<file path="src/hostsel_pkg.sv">
// Constants, modes and field positions for the host interface selector
// Summary of operation
// - 0000/0001: type A, 8 or 9 bits
// - 0010/0011: type A, 16 or 18 bits
// - 0100/0101: type B, 8 or 9 bits
// - 0110/0111: type B, 16 or 18 bits
// - 1010: type B, full 24 bits
// - 1000: link command mode on lanes
// - 1001: three-wire serial, 9-bit frames
// - 1100: link video mode, same lanes
// - 1101-1111: pixel bus plus serial configuration
// - Type A: enable high allows access
// - Type B: read strobe low drives data
// - Write strobe, or serial data/command pin
// - Data/command select, or serial clock
// - Serial in sampled, serial out returns
// - Latched regulator strap, high disables
// - Clock lane plus data lanes 0, 1
// - Active-low hardware reset
package hostsel_pkg;
  // Interface modes, codes equal the strap value
  typedef enum logic [3:0] {
    M_A8 = 4'h0, M_A9 = 4'h1, M_A16 = 4'h2, M_A18 = 4'h3,
    M_B8 = 4'h4, M_B9 = 4'h5, M_B16 = 4'h6, M_B18 = 4'h7,
    M_LCMD = 4'h8, M_SER = 4'h9, M_B24 = 4'hA, M_RSVD = 4'hB,
    M_LVID = 4'hC, M_C1 = 4'hD, M_C2 = 4'hE, M_C3 = 4'hF
  } mode_t;
  localparam int BUS_W = 24;
  localparam int WORD_W = 25;
  localparam int FIFO_DEPTH = 16;
  // Synchronised vector field positions
  localparam int F_STRAP = 0;
  localparam int F_REGDIS = 4;
  localparam int F_CS = 5;
  localparam int F_RDE = 6;
  localparam int F_WR = 7;
  localparam int F_DCS = 8;
  localparam int F_SDI = 9;
  localparam int F_VS = 10;
  localparam int F_HS = 11;
  localparam int F_DE = 12;
  localparam int F_PCLK = 13;
  localparam int F_LANE = 14;
  localparam int F_BUS = 20;
  localparam int SYNC_W = 44;
  // Cycles after release before straps are trusted
  localparam logic [1:0] STRAP_SETTLE = 2'h3;
  // Serial frame lengths
  localparam logic [3:0] SER_BITS_3W = 4'h9;
  localparam logic [3:0] SER_BITS_4W = 4'h8;
  // Reset values
  localparam logic [3:0] MODE_RST = 4'hB;
endpackage

</file>
<file path="src/hostsel_top.sv">
// Host interface selector: strap decode, pin roles, word capture, FIFO
`timescale 1ns/100ps
`default_nettype none

////////////////////////////////////////////////////////////////////////
// Word FIFO, flip-flop storage, registered flags
module word_fifo #(
  parameter int WIDTH = 25,
  parameter int DEPTH = 16
) (
  // Clock and reset
  input wire logic clk_i,
  input wire logic rst_n_i,
  // Fill side
  input wire logic in_valid_i,
  output logic in_ready_o,
  input wire logic [WIDTH-1:0] in_data_i,
  // Drain side
  output logic out_valid_o,
  input wire logic out_ready_i,
  output logic [WIDTH-1:0] out_data_o
);
  localparam int AW = $clog2(DEPTH);
  logic [WIDTH-1:0] mem [DEPTH]; // Storage
  logic [AW-1:0] wr_ptr; // Write index
  logic [AW-1:0] rd_ptr; // Read index
  logic [AW:0] count; // Fill level
  logic [AW:0] next_count;
  wire push = in_valid_i & in_ready_o;
  wire pop = out_valid_o & out_ready_i;
  assign out_data_o = mem[rd_ptr];
  // Level after this edge
  always_comb begin
    next_count = count;
    if (push && !pop) begin
      next_count = count + 1'b1;
    end else if (pop && !push) begin
      next_count = count - 1'b1;
    end
  end
  // Flags are flops so both sides see clean levels
  always_ff @(posedge clk_i or negedge rst_n_i) begin
    if (!rst_n_i) begin
      count <= '0;
      wr_ptr <= '0;
      rd_ptr <= '0;
      in_ready_o <= 1'b1;
      out_valid_o <= 1'b0;
    end else begin
      count <= next_count;
      wr_ptr <= push ? wr_ptr + 1'b1 : wr_ptr;
      rd_ptr <= pop ? rd_ptr + 1'b1 : rd_ptr;
      in_ready_o <= next_count != (AW + 1)'(DEPTH);
      out_valid_o <= next_count != '0;
    end
  end
  // Storage has no reset, saves area
  always_ff @(posedge clk_i) begin
    if (push) begin
      mem[wr_ptr] <= in_data_i;
    end
  end
endmodule

////////////////////////////////////////////////////////////////////////
// Top: decodes straps and gives each shared pin its role
module hostsel_top (
  // Clock and reset
  input wire logic CLK_I,
  input wire logic RST_N_I,
  // Straps
  input wire logic IFACE_STRAP_BIT0_I,
  input wire logic IFACE_STRAP_BIT1_I,
  input wire logic IFACE_STRAP_BIT2_I,
  input wire logic IFACE_STRAP_BIT3_I,
  input wire logic LINK_REGULATOR_DISABLE_I,
  // Shared control pins
  input wire logic CHIP_SELECT_N_I,
  input wire logic READ_STROBE_OR_ENABLE_I,
  input wire logic WRITE_STROBE_OR_SERIAL_DC_I,
  input wire logic PARALLEL_DC_OR_SERIAL_CLOCK_I,
  // Serial data
  input wire logic SERIAL_IN_I,
  output logic SERIAL_OUT_O,
  output logic SERIAL_OUT_OE_O,
  // Parallel data bus
  input wire logic [23:0] PARALLEL_DATA_BUS_I,
  output logic [23:0] PARALLEL_DATA_BUS_O,
  output logic PARALLEL_DATA_BUS_OE_O,
  // Pixel video pins
  input wire logic FRAME_SYNC_I,
  input wire logic LINE_SYNC_I,
  input wire logic PIXEL_VALID_I,
  input wire logic PIXEL_CLOCK_I,
  // Differential link lanes
  input wire logic LINK_CLK_P_I,
  input wire logic LINK_CLK_N_I,
  input wire logic LINK_LANE0_P_I,
  input wire logic LINK_LANE0_N_I,
  input wire logic LINK_LANE1_P_I,
  input wire logic LINK_LANE1_N_I,
  // User side
  input wire logic [23:0] READ_DATA_I,
  output logic [23:0] WORD_DATA_O,
  output logic WORD_DC_O,
  output logic WORD_VALID_O,
  input wire logic WORD_READY_I,
  output logic ACCEPT_READY_O,
  output logic [3:0] MODE_O,
  output logic FRAME_SYNC_O,
  output logic LINE_SYNC_O,
  output logic LINK_RX_EN_O,
  output logic LINK_REG_EN_O,
  output logic [2:0] LINK_LANES_O
);
  //////////////////////////////////////////////////////////////////////
  // Helper functions
  // Data lines in use for a mode
  function automatic logic [23:0] width_mask(input logic [3:0] m);
    case (m)
      4'h0, 4'h4: return 24'h0000FF;
      4'h1, 4'h5: return 24'h0001FF;
      4'h2, 4'h6: return 24'h00FFFF;
      4'h3, 4'h7: return 24'h03FFFF;
      4'hA, 4'hD, 4'hE, 4'hF: return 24'hFFFFFF;
      default: return 24'h000000;
    endcase
  endfunction
  // Parallel type A group
  function automatic logic is_a(input logic [3:0] m);
    return m[3:2] == 2'h0;
  endfunction
  // Parallel type B group
  function automatic logic is_b(input logic [3:0] m);
    return (m[3:2] == 2'h1) || (m == 4'hA);
  endfunction
  //////////////////////////////////////////////////////////////////////
  // Two-flop synchroniser for every pin input
  wire [hostsel_pkg::SYNC_W-1:0] raw = {
    PARALLEL_DATA_BUS_I,
    LINK_LANE1_N_I, LINK_LANE1_P_I, LINK_LANE0_N_I,
    LINK_LANE0_P_I, LINK_CLK_N_I, LINK_CLK_P_I,
    PIXEL_CLOCK_I, PIXEL_VALID_I, LINE_SYNC_I, FRAME_SYNC_I,
    SERIAL_IN_I, PARALLEL_DC_OR_SERIAL_CLOCK_I,
    WRITE_STROBE_OR_SERIAL_DC_I, READ_STROBE_OR_ENABLE_I,
    CHIP_SELECT_N_I, LINK_REGULATOR_DISABLE_I,
    IFACE_STRAP_BIT3_I, IFACE_STRAP_BIT2_I,
    IFACE_STRAP_BIT1_I, IFACE_STRAP_BIT0_I};
  logic [hostsel_pkg::SYNC_W-1:0] s1; // First stage, read only by s2
  logic [hostsel_pkg::SYNC_W-1:0] s2; // Safe sampled levels
  logic [hostsel_pkg::SYNC_W-1:0] s3; // Previous, for edges
  // Shift pins through; all stages, straps included, reset to zero
  always_ff @(posedge CLK_I or negedge RST_N_I) begin
    if (!RST_N_I) begin
      s1 <= '0;
      s2 <= '0;
      s3 <= '0;
    end else begin
      s1 <= raw;
      s2 <= s1;
      s3 <= s2;
    end
  end
  // Named sampled pins and edges
  wire cs_n = s2[hostsel_pkg::F_CS];
  wire rde = s2[hostsel_pkg::F_RDE];
  wire wr = s2[hostsel_pkg::F_WR];
  wire dcs = s2[hostsel_pkg::F_DCS];
  wire serial_in = s2[hostsel_pkg::F_SDI];
  wire de = s2[hostsel_pkg::F_DE];
  wire [23:0] bus = s2[hostsel_pkg::F_BUS +: 24];
  wire rde_fall = s3[hostsel_pkg::F_RDE] & ~rde;
  wire wr_rise = ~s3[hostsel_pkg::F_WR] & wr;
  wire sck_rise = ~s3[hostsel_pkg::F_DCS] & dcs;
  wire sck_fall = s3[hostsel_pkg::F_DCS] & ~dcs;
  wire cs_fall = s3[hostsel_pkg::F_CS] & ~cs_n;
  wire pclk_rise = ~s3[hostsel_pkg::F_PCLK] & s2[hostsel_pkg::F_PCLK];
  //////////////////////////////////////////////////////////////////////
  // Strap latch, once per reset
  logic [1:0] settle; // Counts sync pipeline fill
  logic latched; // Straps captured
  hostsel_pkg::mode_t mode; // Held selection
  logic reg_dis; // Held regulator strap, low by default
  // Straps are static, so one late sample is enough
  always_ff @(posedge CLK_I or negedge RST_N_I) begin
    if (!RST_N_I) begin
      settle <= 2'h0;
      latched <= 1'b0;
      mode <= hostsel_pkg::M_RSVD;
      reg_dis <= 1'b0;
    end else if (!latched) begin
      settle <= settle + 2'h1;
      if (settle == hostsel_pkg::STRAP_SETTLE) begin
        latched <= 1'b1;
        mode <= hostsel_pkg::mode_t'(s2[3:0]);
        reg_dis <= s2[hostsel_pkg::F_REGDIS];
      end
    end
  end
  //////////////////////////////////////////////////////////////////////
  // Mode decode
  wire [23:0] mask = width_mask(mode);
  wire m_a = latched & is_a(mode);
  wire m_b = latched & is_b(mode);
  wire m_3w = latched & (mode == hostsel_pkg::M_SER);
  wire m_c = latched & (mode[3:2] == 2'h3) & (mode[1:0] != 2'h0);
  wire m_ser = m_3w | m_c; // Serial port live
  wire m_lnk = latched & ((mode == hostsel_pkg::M_LCMD) |
    (mode == hostsel_pkg::M_LVID));
  // Type A: enable high, write pin low means write
  wire a_wr = m_a & ~cs_n & rde_fall & ~wr;
  wire a_rd = m_a & ~cs_n & rde & wr;
  // Type B: write strobe rising captures, read strobe low reads
  wire b_wr = m_b & ~cs_n & wr_rise;
  wire b_rd = m_b & ~cs_n & ~rde;
  wire par_wr = a_wr | b_wr;
  //////////////////////////////////////////////////////////////////////
  // Serial shifter
  logic [8:0] sh; // Incoming bits
  logic [3:0] nbits; // Bits in frame
  logic [7:0] so; // Outgoing bits
  wire [3:0] flen = m_3w ? hostsel_pkg::SER_BITS_3W :
    hostsel_pkg::SER_BITS_4W;
  wire [8:0] next_sh = {sh[7:0], serial_in};
  wire ser_done = m_ser & ~cs_n & sck_rise & (nbits + 4'h1 == flen);
  // First bit is data/command in three-wire frames
  wire ser_dc = m_3w ? next_sh[8] : wr;
  // Sample on clock rise, shift out on clock fall
  always_ff @(posedge CLK_I or negedge RST_N_I) begin
    if (!RST_N_I) begin
      sh <= 9'h000;
      nbits <= 4'h0;
      so <= 8'h00;
    end else if (!m_ser || cs_n || cs_fall) begin
      nbits <= 4'h0;
      so <= READ_DATA_I[7:0];
    end else if (sck_rise) begin
      sh <= next_sh;
      nbits <= ser_done ? 4'h0 : nbits + 4'h1;
    end else if (sck_fall) begin
      so <= {so[6:0], 1'b0};
    end
  end
  //////////////////////////////////////////////////////////////////////
  // Capture source select; pixels win over serial words
  wire pix = m_c & pclk_rise & de;
  wire cap = pix | par_wr | ser_done;
  wire [23:0] cap_data = pix ? (bus & mask) :
    par_wr ? (bus & mask) : {16'h0000, next_sh[7:0]};
  wire cap_dc = pix ? 1'b1 : par_wr ? dcs : ser_dc;
  wire f_ready;
  wire f_valid;
  wire [hostsel_pkg::WORD_W-1:0] f_data;
  wire take = f_valid & (~WORD_VALID_O | WORD_READY_I);
  // Words dropped when full; host sees ACCEPT_READY_O low
  word_fifo #(
    .WIDTH(hostsel_pkg::WORD_W),
    .DEPTH(hostsel_pkg::FIFO_DEPTH)
  ) u_fifo (
    .clk_i(CLK_I),
    .rst_n_i(RST_N_I),
    .in_valid_i(cap),
    .in_ready_o(f_ready),
    .in_data_i({cap_dc, cap_data}),
    .out_valid_o(f_valid),
    .out_ready_i(take),
    .out_data_o(f_data)
  );
  assign ACCEPT_READY_O = f_ready;
  //////////////////////////////////////////////////////////////////////
  // Output register stage so user outputs come from flops
  always_ff @(posedge CLK_I or negedge RST_N_I) begin
    if (!RST_N_I) begin
      WORD_VALID_O <= 1'b0;
      WORD_DATA_O <= 24'h000000;
      WORD_DC_O <= 1'b0;
    end else if (take) begin
      WORD_VALID_O <= 1'b1;
      WORD_DATA_O <= f_data[23:0];
      WORD_DC_O <= f_data[24];
    end else if (WORD_READY_I) begin
      WORD_VALID_O <= 1'b0;
    end
  end
  //////////////////////////////////////////////////////////////////////
  // Pin drivers; reserved code leaves all of them idle
  always_ff @(posedge CLK_I or negedge RST_N_I) begin
    if (!RST_N_I) begin
      PARALLEL_DATA_BUS_O <= 24'h000000;
      PARALLEL_DATA_BUS_OE_O <= 1'b0;
      SERIAL_OUT_O <= 1'b0;
      SERIAL_OUT_OE_O <= 1'b0;
      MODE_O <= hostsel_pkg::MODE_RST;
      FRAME_SYNC_O <= 1'b0;
      LINE_SYNC_O <= 1'b0;
      LINK_RX_EN_O <= 1'b0;
      LINK_REG_EN_O <= 1'b0;
      LINK_LANES_O <= 3'h0;
    end else begin
      PARALLEL_DATA_BUS_OE_O <= a_rd | b_rd;
      PARALLEL_DATA_BUS_O <= READ_DATA_I & mask;
      SERIAL_OUT_OE_O <= m_ser & ~cs_n;
      SERIAL_OUT_O <= m_ser & ~cs_n & so[7];
      MODE_O <= mode;
      FRAME_SYNC_O <= m_c & s2[hostsel_pkg::F_VS];
      LINE_SYNC_O <= m_c & s2[hostsel_pkg::F_HS];
      LINK_RX_EN_O <= m_lnk;
      LINK_REG_EN_O <= m_lnk & ~reg_dis;
      LINK_LANES_O <= m_lnk ? {
        s2[18] & ~s2[19], s2[16] & ~s2[17],
        s2[14] & ~s2[15]} : 3'h0;
    end
  end
endmodule

`default_nettype wire

</file>
<file path="config.mk">
export PLATFORM = sky130hd
export DESIGN_NAME = hostsel_top
export DESIGN_NICKNAME = d
export VERILOG_FILES = /design/src/hostsel_pkg.sv /design/src/hostsel_top.sv
export SDC_FILE = /design/constraint.sdc
export NUM_CORES = 1
export LEC_CHECK = 0
export BUFFER_PORTS_ARGS = -buffer_cell sky130_fd_sc_hd__clkbuf_2
export CORE_MARGIN = 2
export CORE_UTILIZATION = 40
export DETAILED_ROUTE_END_ITERATION = 10
export PLACE_DENSITY = 0.59
export RECOVER_POWER = 100
export SLEW_MARGIN = 20
export SYNTH_ARGS = -nofsm -noshare
export SYNTH_HDL_FRONTEND = slang
export SYNTH_SLANG_ARGS = --single-unit
</file>
<file path="constraint.sdc">
create_clock -name CLK_I -period 3.2 [get_ports CLK_I]
set_clock_uncertainty 0.15 [all_clocks]
set_input_delay 0.48 -clock CLK_I [delete_from_list [all_inputs] [get_ports CLK_I]]
set_output_delay 0.48 -clock CLK_I [all_outputs]
set_load 0.005 [all_outputs]
</file>
### Yosys cells after proc, flatten, opt, wreduce, memory -nomap -nowiden

Memory sizes are Yosys's and may differ from the RTL's. A register that Yosys moved wholly into a read port is not among the register bits.
Index checks and enable logic that the tools add are counted.

* bits in registers: 184
* bits in latches: 0
* memory bits (writable): 400
* ROM bits: 384
* bits of input ports: 71
* output and inout bits: 65
* memories kept: 2

Memory list
* u_fifo.mem: depth 16, width 25, read ports 1, clocked after Yosys merged registers in 1, write ports 1, RTL line hostsel_top.sv:24 `logic [WIDTH-1:0] mem [DEPTH];`
* (no name shown): depth 16, width 24, read ports 1, clocked after Yosys merged registers in 0, write ports 0, RTL line hostsel_top.sv:120 `case (m)`

* add/sub/neg operators: 6
* multipliers: 0
* div/mod/pow operators: 0
* $lt $le $gt $ge: 0
* equality and inequality tests: 10
* shift-type cells: 0
* multiplexer cells: 21
* bitwise gates (word level): 58
* reduce and logical (&&, ||, !) cells: 18

Operators by type and width (count)
* bitwise AND 24 bit: 2
* two-way mux 24 bit: 2
* bitwise AND 1 bit: 35
* two-way mux 8 bit: 3
* == test 4 bit (second input constant): 4
* inverter 1 bit: 14
* adder 4 x 1 -> 4 bit (second input constant): 3
* two-way mux 4 bit: 3
* two-way mux 1 bit: 10
* two-way mux 5 bit: 2
* nonzero test 2 bit: 4
* OR 1 bit: 7
* AND reduction 2 bit: 3
* adder 5 x 1 -> 5 bit (second input constant): 1
* != test 5 bit (second input constant): 1
* nonzero test 5 bit: 1
* subtractor 5 x 1 -> 5 bit (second input constant): 1
* == test 2 bit (second input constant): 2
* == test 4 bit: 1
* zero test 1 bit: 4
* logical OR 1 bit: 3
* two-way mux 3 bit: 1
* adder 2 x 1 -> 2 bit (second input constant): 1
* == test 2 x 1 -> 1 bit (second input constant): 1
* 3 further kinds: 4

### Logic depth before layout (Yosys ltp)

* depth in word-level cells: 14
* mapped depth: 9
* mapped depth without buffers: 8

### Cells and area by module

Synthesis repeated with hierarchy kept, for this count alone.

* cells, all modules: 1109
* area, all modules: 22079.9 µm²

By module, submodules not included
* word_fifo: instances 1, cells each 704, area each 15831.4 µm², sequential area each 12388.1 µm²
* hostsel_top: instances 1, cells each 405, area each 6248.5 µm², sequential area each 4636.9 µm²

### Least setup slack after synthesis

Ideal clock, no wire load.

* path kind: reg-to-reg
* from: register mode[0]
* to: memory u_fifo.mem[12][0], enable pin
* arrival time: 2.854 ns
* required time: 2.667 ns
* path slack: -0.188 ns
* stages on the path, launching flop included: 8
* path buffers: 2
* period minus slack after synthesis: 3.388 ns
* cells stage by stage: dfstp_2 buf_2 nand2b_4 or4_4 a2111oi_4 o21a_1 buf_2 and4_1

* longest elaborated chain between the ends: 11
* elaborated cells between the ends (all ways): 23

RTL lines
* from (decl): RTL line hostsel_top.sv:182 `hostsel_pkg::mode_t mode;`
* from (signal assigned): RTL line hostsel_top.sv:189 `mode <= hostsel_pkg::M_RSVD;`
* from (signal assigned): RTL line hostsel_top.sv:195 `mode <= hostsel_pkg::mode_t'(s2[3:0]);`
* == test 4 bit: RTL line hostsel_top.sv:135 `return (m[3:2] == 2'h1) || (m == 4'hA);`
* logical OR 1 bit: RTL line hostsel_top.sv:135
* bitwise AND 1 bit: RTL line hostsel_top.sv:204 `wire m_b = latched & is_b(mode);`
* bitwise AND 1 bit (2 in a row): RTL line hostsel_top.sv:214 `wire b_wr = m_b & ~cs_n & wr_rise;`
* OR 1 bit: RTL line hostsel_top.sv:216 `wire par_wr = a_wr | b_wr;`
* OR 1 bit: RTL line hostsel_top.sv:247 `wire cap = pix | par_wr | ser_done;`
* OR 1 bit (*): RTL line hostsel_top.sv:247
* bitwise AND 1 bit (*): RTL line hostsel_top.sv:29 `wire push = in_valid_i & in_ready_o;`
* two-way mux 1 bit (*): RTL line hostsel_top.sv:59 `if (push) begin`
* two-way mux 1 bit (implied by the code) (*): RTL line hostsel_top.sv:60 `mem[wr_ptr] <= in_data_i;`
* to (decl): RTL line hostsel_top.sv:24

Mark *: on every way between the ends. The rest lies on a longest branch, timed or not.

### Worst setup path after layout

* from: register mode[1]
* to: memory u_fifo.mem[3][9], enable pin

The elaborated chain is that of the path after synthesis.

==> metrics.md <==
| Metric | Value |
|---|---|
| Status | complete, but fails checks |
| Failing checks | max-capacitance violations, max-slew violations |
| Via count | roughly 11000 |
| Max-cap violations | 1 |
| Max_slew headroom | -0.131 |
| Min-Delay Endpoint | WORD_VALID_O |
| Ys async rst share | 0.333 |
| Final WL | roughly 46000 um |
| Initial antenna violation count | 1 |
| Slew Limit Fails | a little over 60 |
| Leakage | 9.76 nW |
| Post-CTS sizing | 0 |
| Port Buf Inserts | between 100 and 150 |
| Total global routing overflow | 0 |
| Drt wl/cell | approximately 21 um |
| Library cells used by synthesis | 53 |
| CP max FO | 25 |
| Via density | slightly above 5 |
| Clock power share | 0.332 |
| Pint | around 15 mW |
| DP Wirelength | 27500 um |
| TNS Setup | 0 ns |
| RSZ-0062 raised after global routing | false |
| I/O pin count | around 140 |
| Vias in the first global route | 11800 |
| Syn. warnings | 0 |
| Syn Nets | 1214 |
| Clock-pin slew on the worst setup and hold paths | 0.06 ns |
| Complex-gate fraction of the synthesized area | 0.0153 |
| Fillers | 4665 |
| Remaining DRCs | 0 |
| Placed cell area | between 20000 and 25000 sq um |
| Register share of total power | 0.456 |
| Net Sw Power | between 5 and 6 mW |
| First-pass GRT wire length | 70100 um |
| Synth area leader | edfxtp_1 |
| CTS root buffer | clkbuf_16 |
| Worst r2r src | mode[1] |
| CP endpoint kind | flip-flop |
| Area contributors post-synth | edfxtp_1 54%, dfrtp_1 22%, mux4_2 13% |
| CP Class | reg2reg |
| Nets | ~1500 |
| M1 WL | about 20000 um |
| Worst Tran Pin Value | 1.70 ns |
| Layout cells sized above 1 | 0.261 |
| Worst reg2reg endpoint | u_fifo.mem[3][9] |
| Die Y | 239 um |
| Core Area | 54900 sq um |
| Final setup margin | between 0.15 and 0.2 ns |
| Initial DRC Count | between 600 and 700 |
| DR WL met3 | approximately 2300 um |
| Die area | ~57000 sq um |
| Syn Inst Count | roughly 1100 |
| Total GRT Usage | 0.164 |
| Reg2reg path depth | 7 |
| Synth Area in Simple Gates | 0.0553 |
| Top routing layer in use | met4 |
| Hold depth | 3 |
| Sequential Area | between 15000 and 20000 sq um |
| Power density over the cells | 751 nW/um^2 |
| Slowest stage delay, CP | 0.57 ns |
| VDD IR max | between 400 and 500 uV |
| Fin crit period | ~3.0 ns |
| Largest family of logic cells by synthesized area | multiplexers |
| Final design utilization | 0.484 |
| P&R area growth vs syn | 20.1% |
| Placement Setup Slack | 0.170 ns |
| Highest clock rate | about 330 MHz |
| Crit share post-route | 0.943 |
| Clock tree buffer depth | 3 |
| Multi-input logic area | about 4800 sq um |
| Post-Synth Adder-Cell Area | 0.00509 |
| CP arrival | 3.14 ns |
| Delay-heaviest family, CP | simple AND/OR/NAND/NOR gates |
| Antenna cells | 0 |
| Gp weighted congestion | around 0.74 |
| CP max stage cell | dfstp_2 |
| Hold path start | WORD_READY_I |
| Clock Latency Late Sink | around 0.62 ns |
| CTS tree | done |
| Critical Path RT | between 3 and 4 ns |
| Number of synthesized flops with an enable pin | 400 |
| Avg Inst Size Synth | between 15 and 20 sq um |
| Horiz. Die Dim | between 200 and 250 um |
| Comb power frac | 0.211 |
| Largest net degree at the start of global routing | 63 |
| Final hold vios | 0 |
| Post-synthesis sequential area ratio | 0.769 |
| Post-synth top flop | edfxtp_1 |
| Post-Synth XOR/XNOR Area | 0.00554 |
| Startpoint types | flip-flop |
| Metal2 WL | ~22000 um |
| Commonest non-fill, non-tap cell in the layout | edfxtp_1 |
| Most frequent cells in the layout | 400 x edfxtp_1, 191 x dfrtp_1, 125 x mux4_2 |
| H-tree lvl count | 2 |
| Row cnt | 86 |
| Register bit total from synthesis | 600 |
| Mapped cell area | roughly 22000 sq um |
| WP buf/inv | 1 |
| Num Clock Sinks | 600 |
| Initial Util | 0.403 |
| Hold Path Class | in2reg |
| Top-area cell type share of the netlist area | 0.543 |
| DR pass1 iterations | 5 |
| Net Sw Frac | 0.264 |
| WHS | about 0.15 ns |
| DRT antenna net count | 0 |
| Final instance area | about 27000 sq um |
| Setup violators final | 0 |
| Mux cell area share after synthesis | 0.136 |
| R2r setup slk | 0.18 ns |
| CTS buffer count | 59 |
| Crit-path cells | mux2i_1, or3_1, a2111oi_4, o21ai_4, nor3_1, and2_2, buf_6 |
timing repair:
| action | 4_1_cts | 5_1_grt |
|---|---|---|
| setup endpoints to repair | 0 | 6 |
| buffers inserted | 0 | 0 |
| hold endpoints to repair | 135 | 0 |
| hold buffers | 69 | 0 |
per-layer routing:
metal | GRT usage | vias to the layer above
li1 | - | 4941
met1 | 0.225 | 5778
met2 | 0.272 | 283
met3 | 0.0304 | 52
met4 | 0.0443 | 0
met5 | 0 | -
final cells by class:
type | count | share of cell area
multi-input combinational | 462 | 0.182
clock buffer | 90 | 0.0651
timing repair buffer | 276 | 0.0715
inverter | 16 | 0.00226
sequential | 600 | 0.641
tap | 704 | 0.0331
clock inverter | 21 | 0.00565
worst reg2reg max path: cells and delay by family (launching register included):
family,cells,cell delay (ns)
compound gates,2,0.62
simple gates,3,0.93
mux,1,0.08
flops,1,0.57
buf+inv,1,0.30
flip-flops by register name, summed over array words and instances, names as in the netlist, 2 cells and up:
name / flops
sh: 8
u_fifo.rd_ptr: 4
so: 8
s3: 5
PARALLEL_DATA_BUS_O: 24
settle: 2
LINK_LANES_O: 3
MODE_O: 4
s1: 44
u_fifo.mem: 400
WORD_DATA_O: 24
u_fifo.count: 5
u_fifo.wr_ptr: 4
mode: 4
nbits: 4
s2: 44
power groups by stage:
stage	Sequential [mW]	Combinational, mW	Clock [mW]
floorplan	9.04	3.06	0
global placement	9.28	4.38	0
detailed placement	9.30	4.39	0
CTS	9.15	4.48	6.84
global route	9.18	4.61	7.13
finish	9.11	4.22	6.64
cell families (layout without fill, tap and decap cells):
group	count (synthesis)	after routing
mux	144	144
simple gates	242	242
xor+xnor	14	14
compound gates	53	53
flops	600	600
fa+ha+maj	9	9
buf+inv	72	403
how the worst max path moves through the flow:
stage	depth (start not counted)	start	slack [ns]	to
floorplan	7	mode[0]	0.02	u_fifo.mem[11][0]
global placement	8	mode[3]	0.23	u_fifo.mem[5][13]
detailed placement	8	mode[3]	0.17	u_fifo.mem[5][13]
CTS	8	mode[3]	0.15	u_fifo.mem[5][8]
global route	6	mode[2]	0.01	u_fifo.mem[5][14]
finish	7	mode[1]	0.18	u_fifo.mem[3][9]
synthesized netlist by cell type, drive strengths merged, types with 2 or more instances:
cell type	instances
a211oi	3
a21oi	6
and2	34
and3	23
and4	4
buf	21
clkbuf	35
dfrtp	193
dfstp	7
edfxtp	400
ha	9
inv	16
mux2	7
mux2i	12
mux4	125
nand2	111
nand2b	6
nand3	16
nand4	3
nand4b	2
nor2	16
nor2b	4
nor3	5
nor3b	4
nor4bb	2
o21a	2
o21ai	33
or2	2
or3	4
xnor2	10
xor2	4
per-stage QoR:
stage / power, mW / std cells
after floorplan: 12.1 / 1134
after global placement: 13.7 / 1989
after detailed placement: 13.7 / 1989
after CTS: 20.5 / 2169
after global routing: 20.9 / 2169
final: 20.0 / 2169
(Power assumes the default switching activity.)
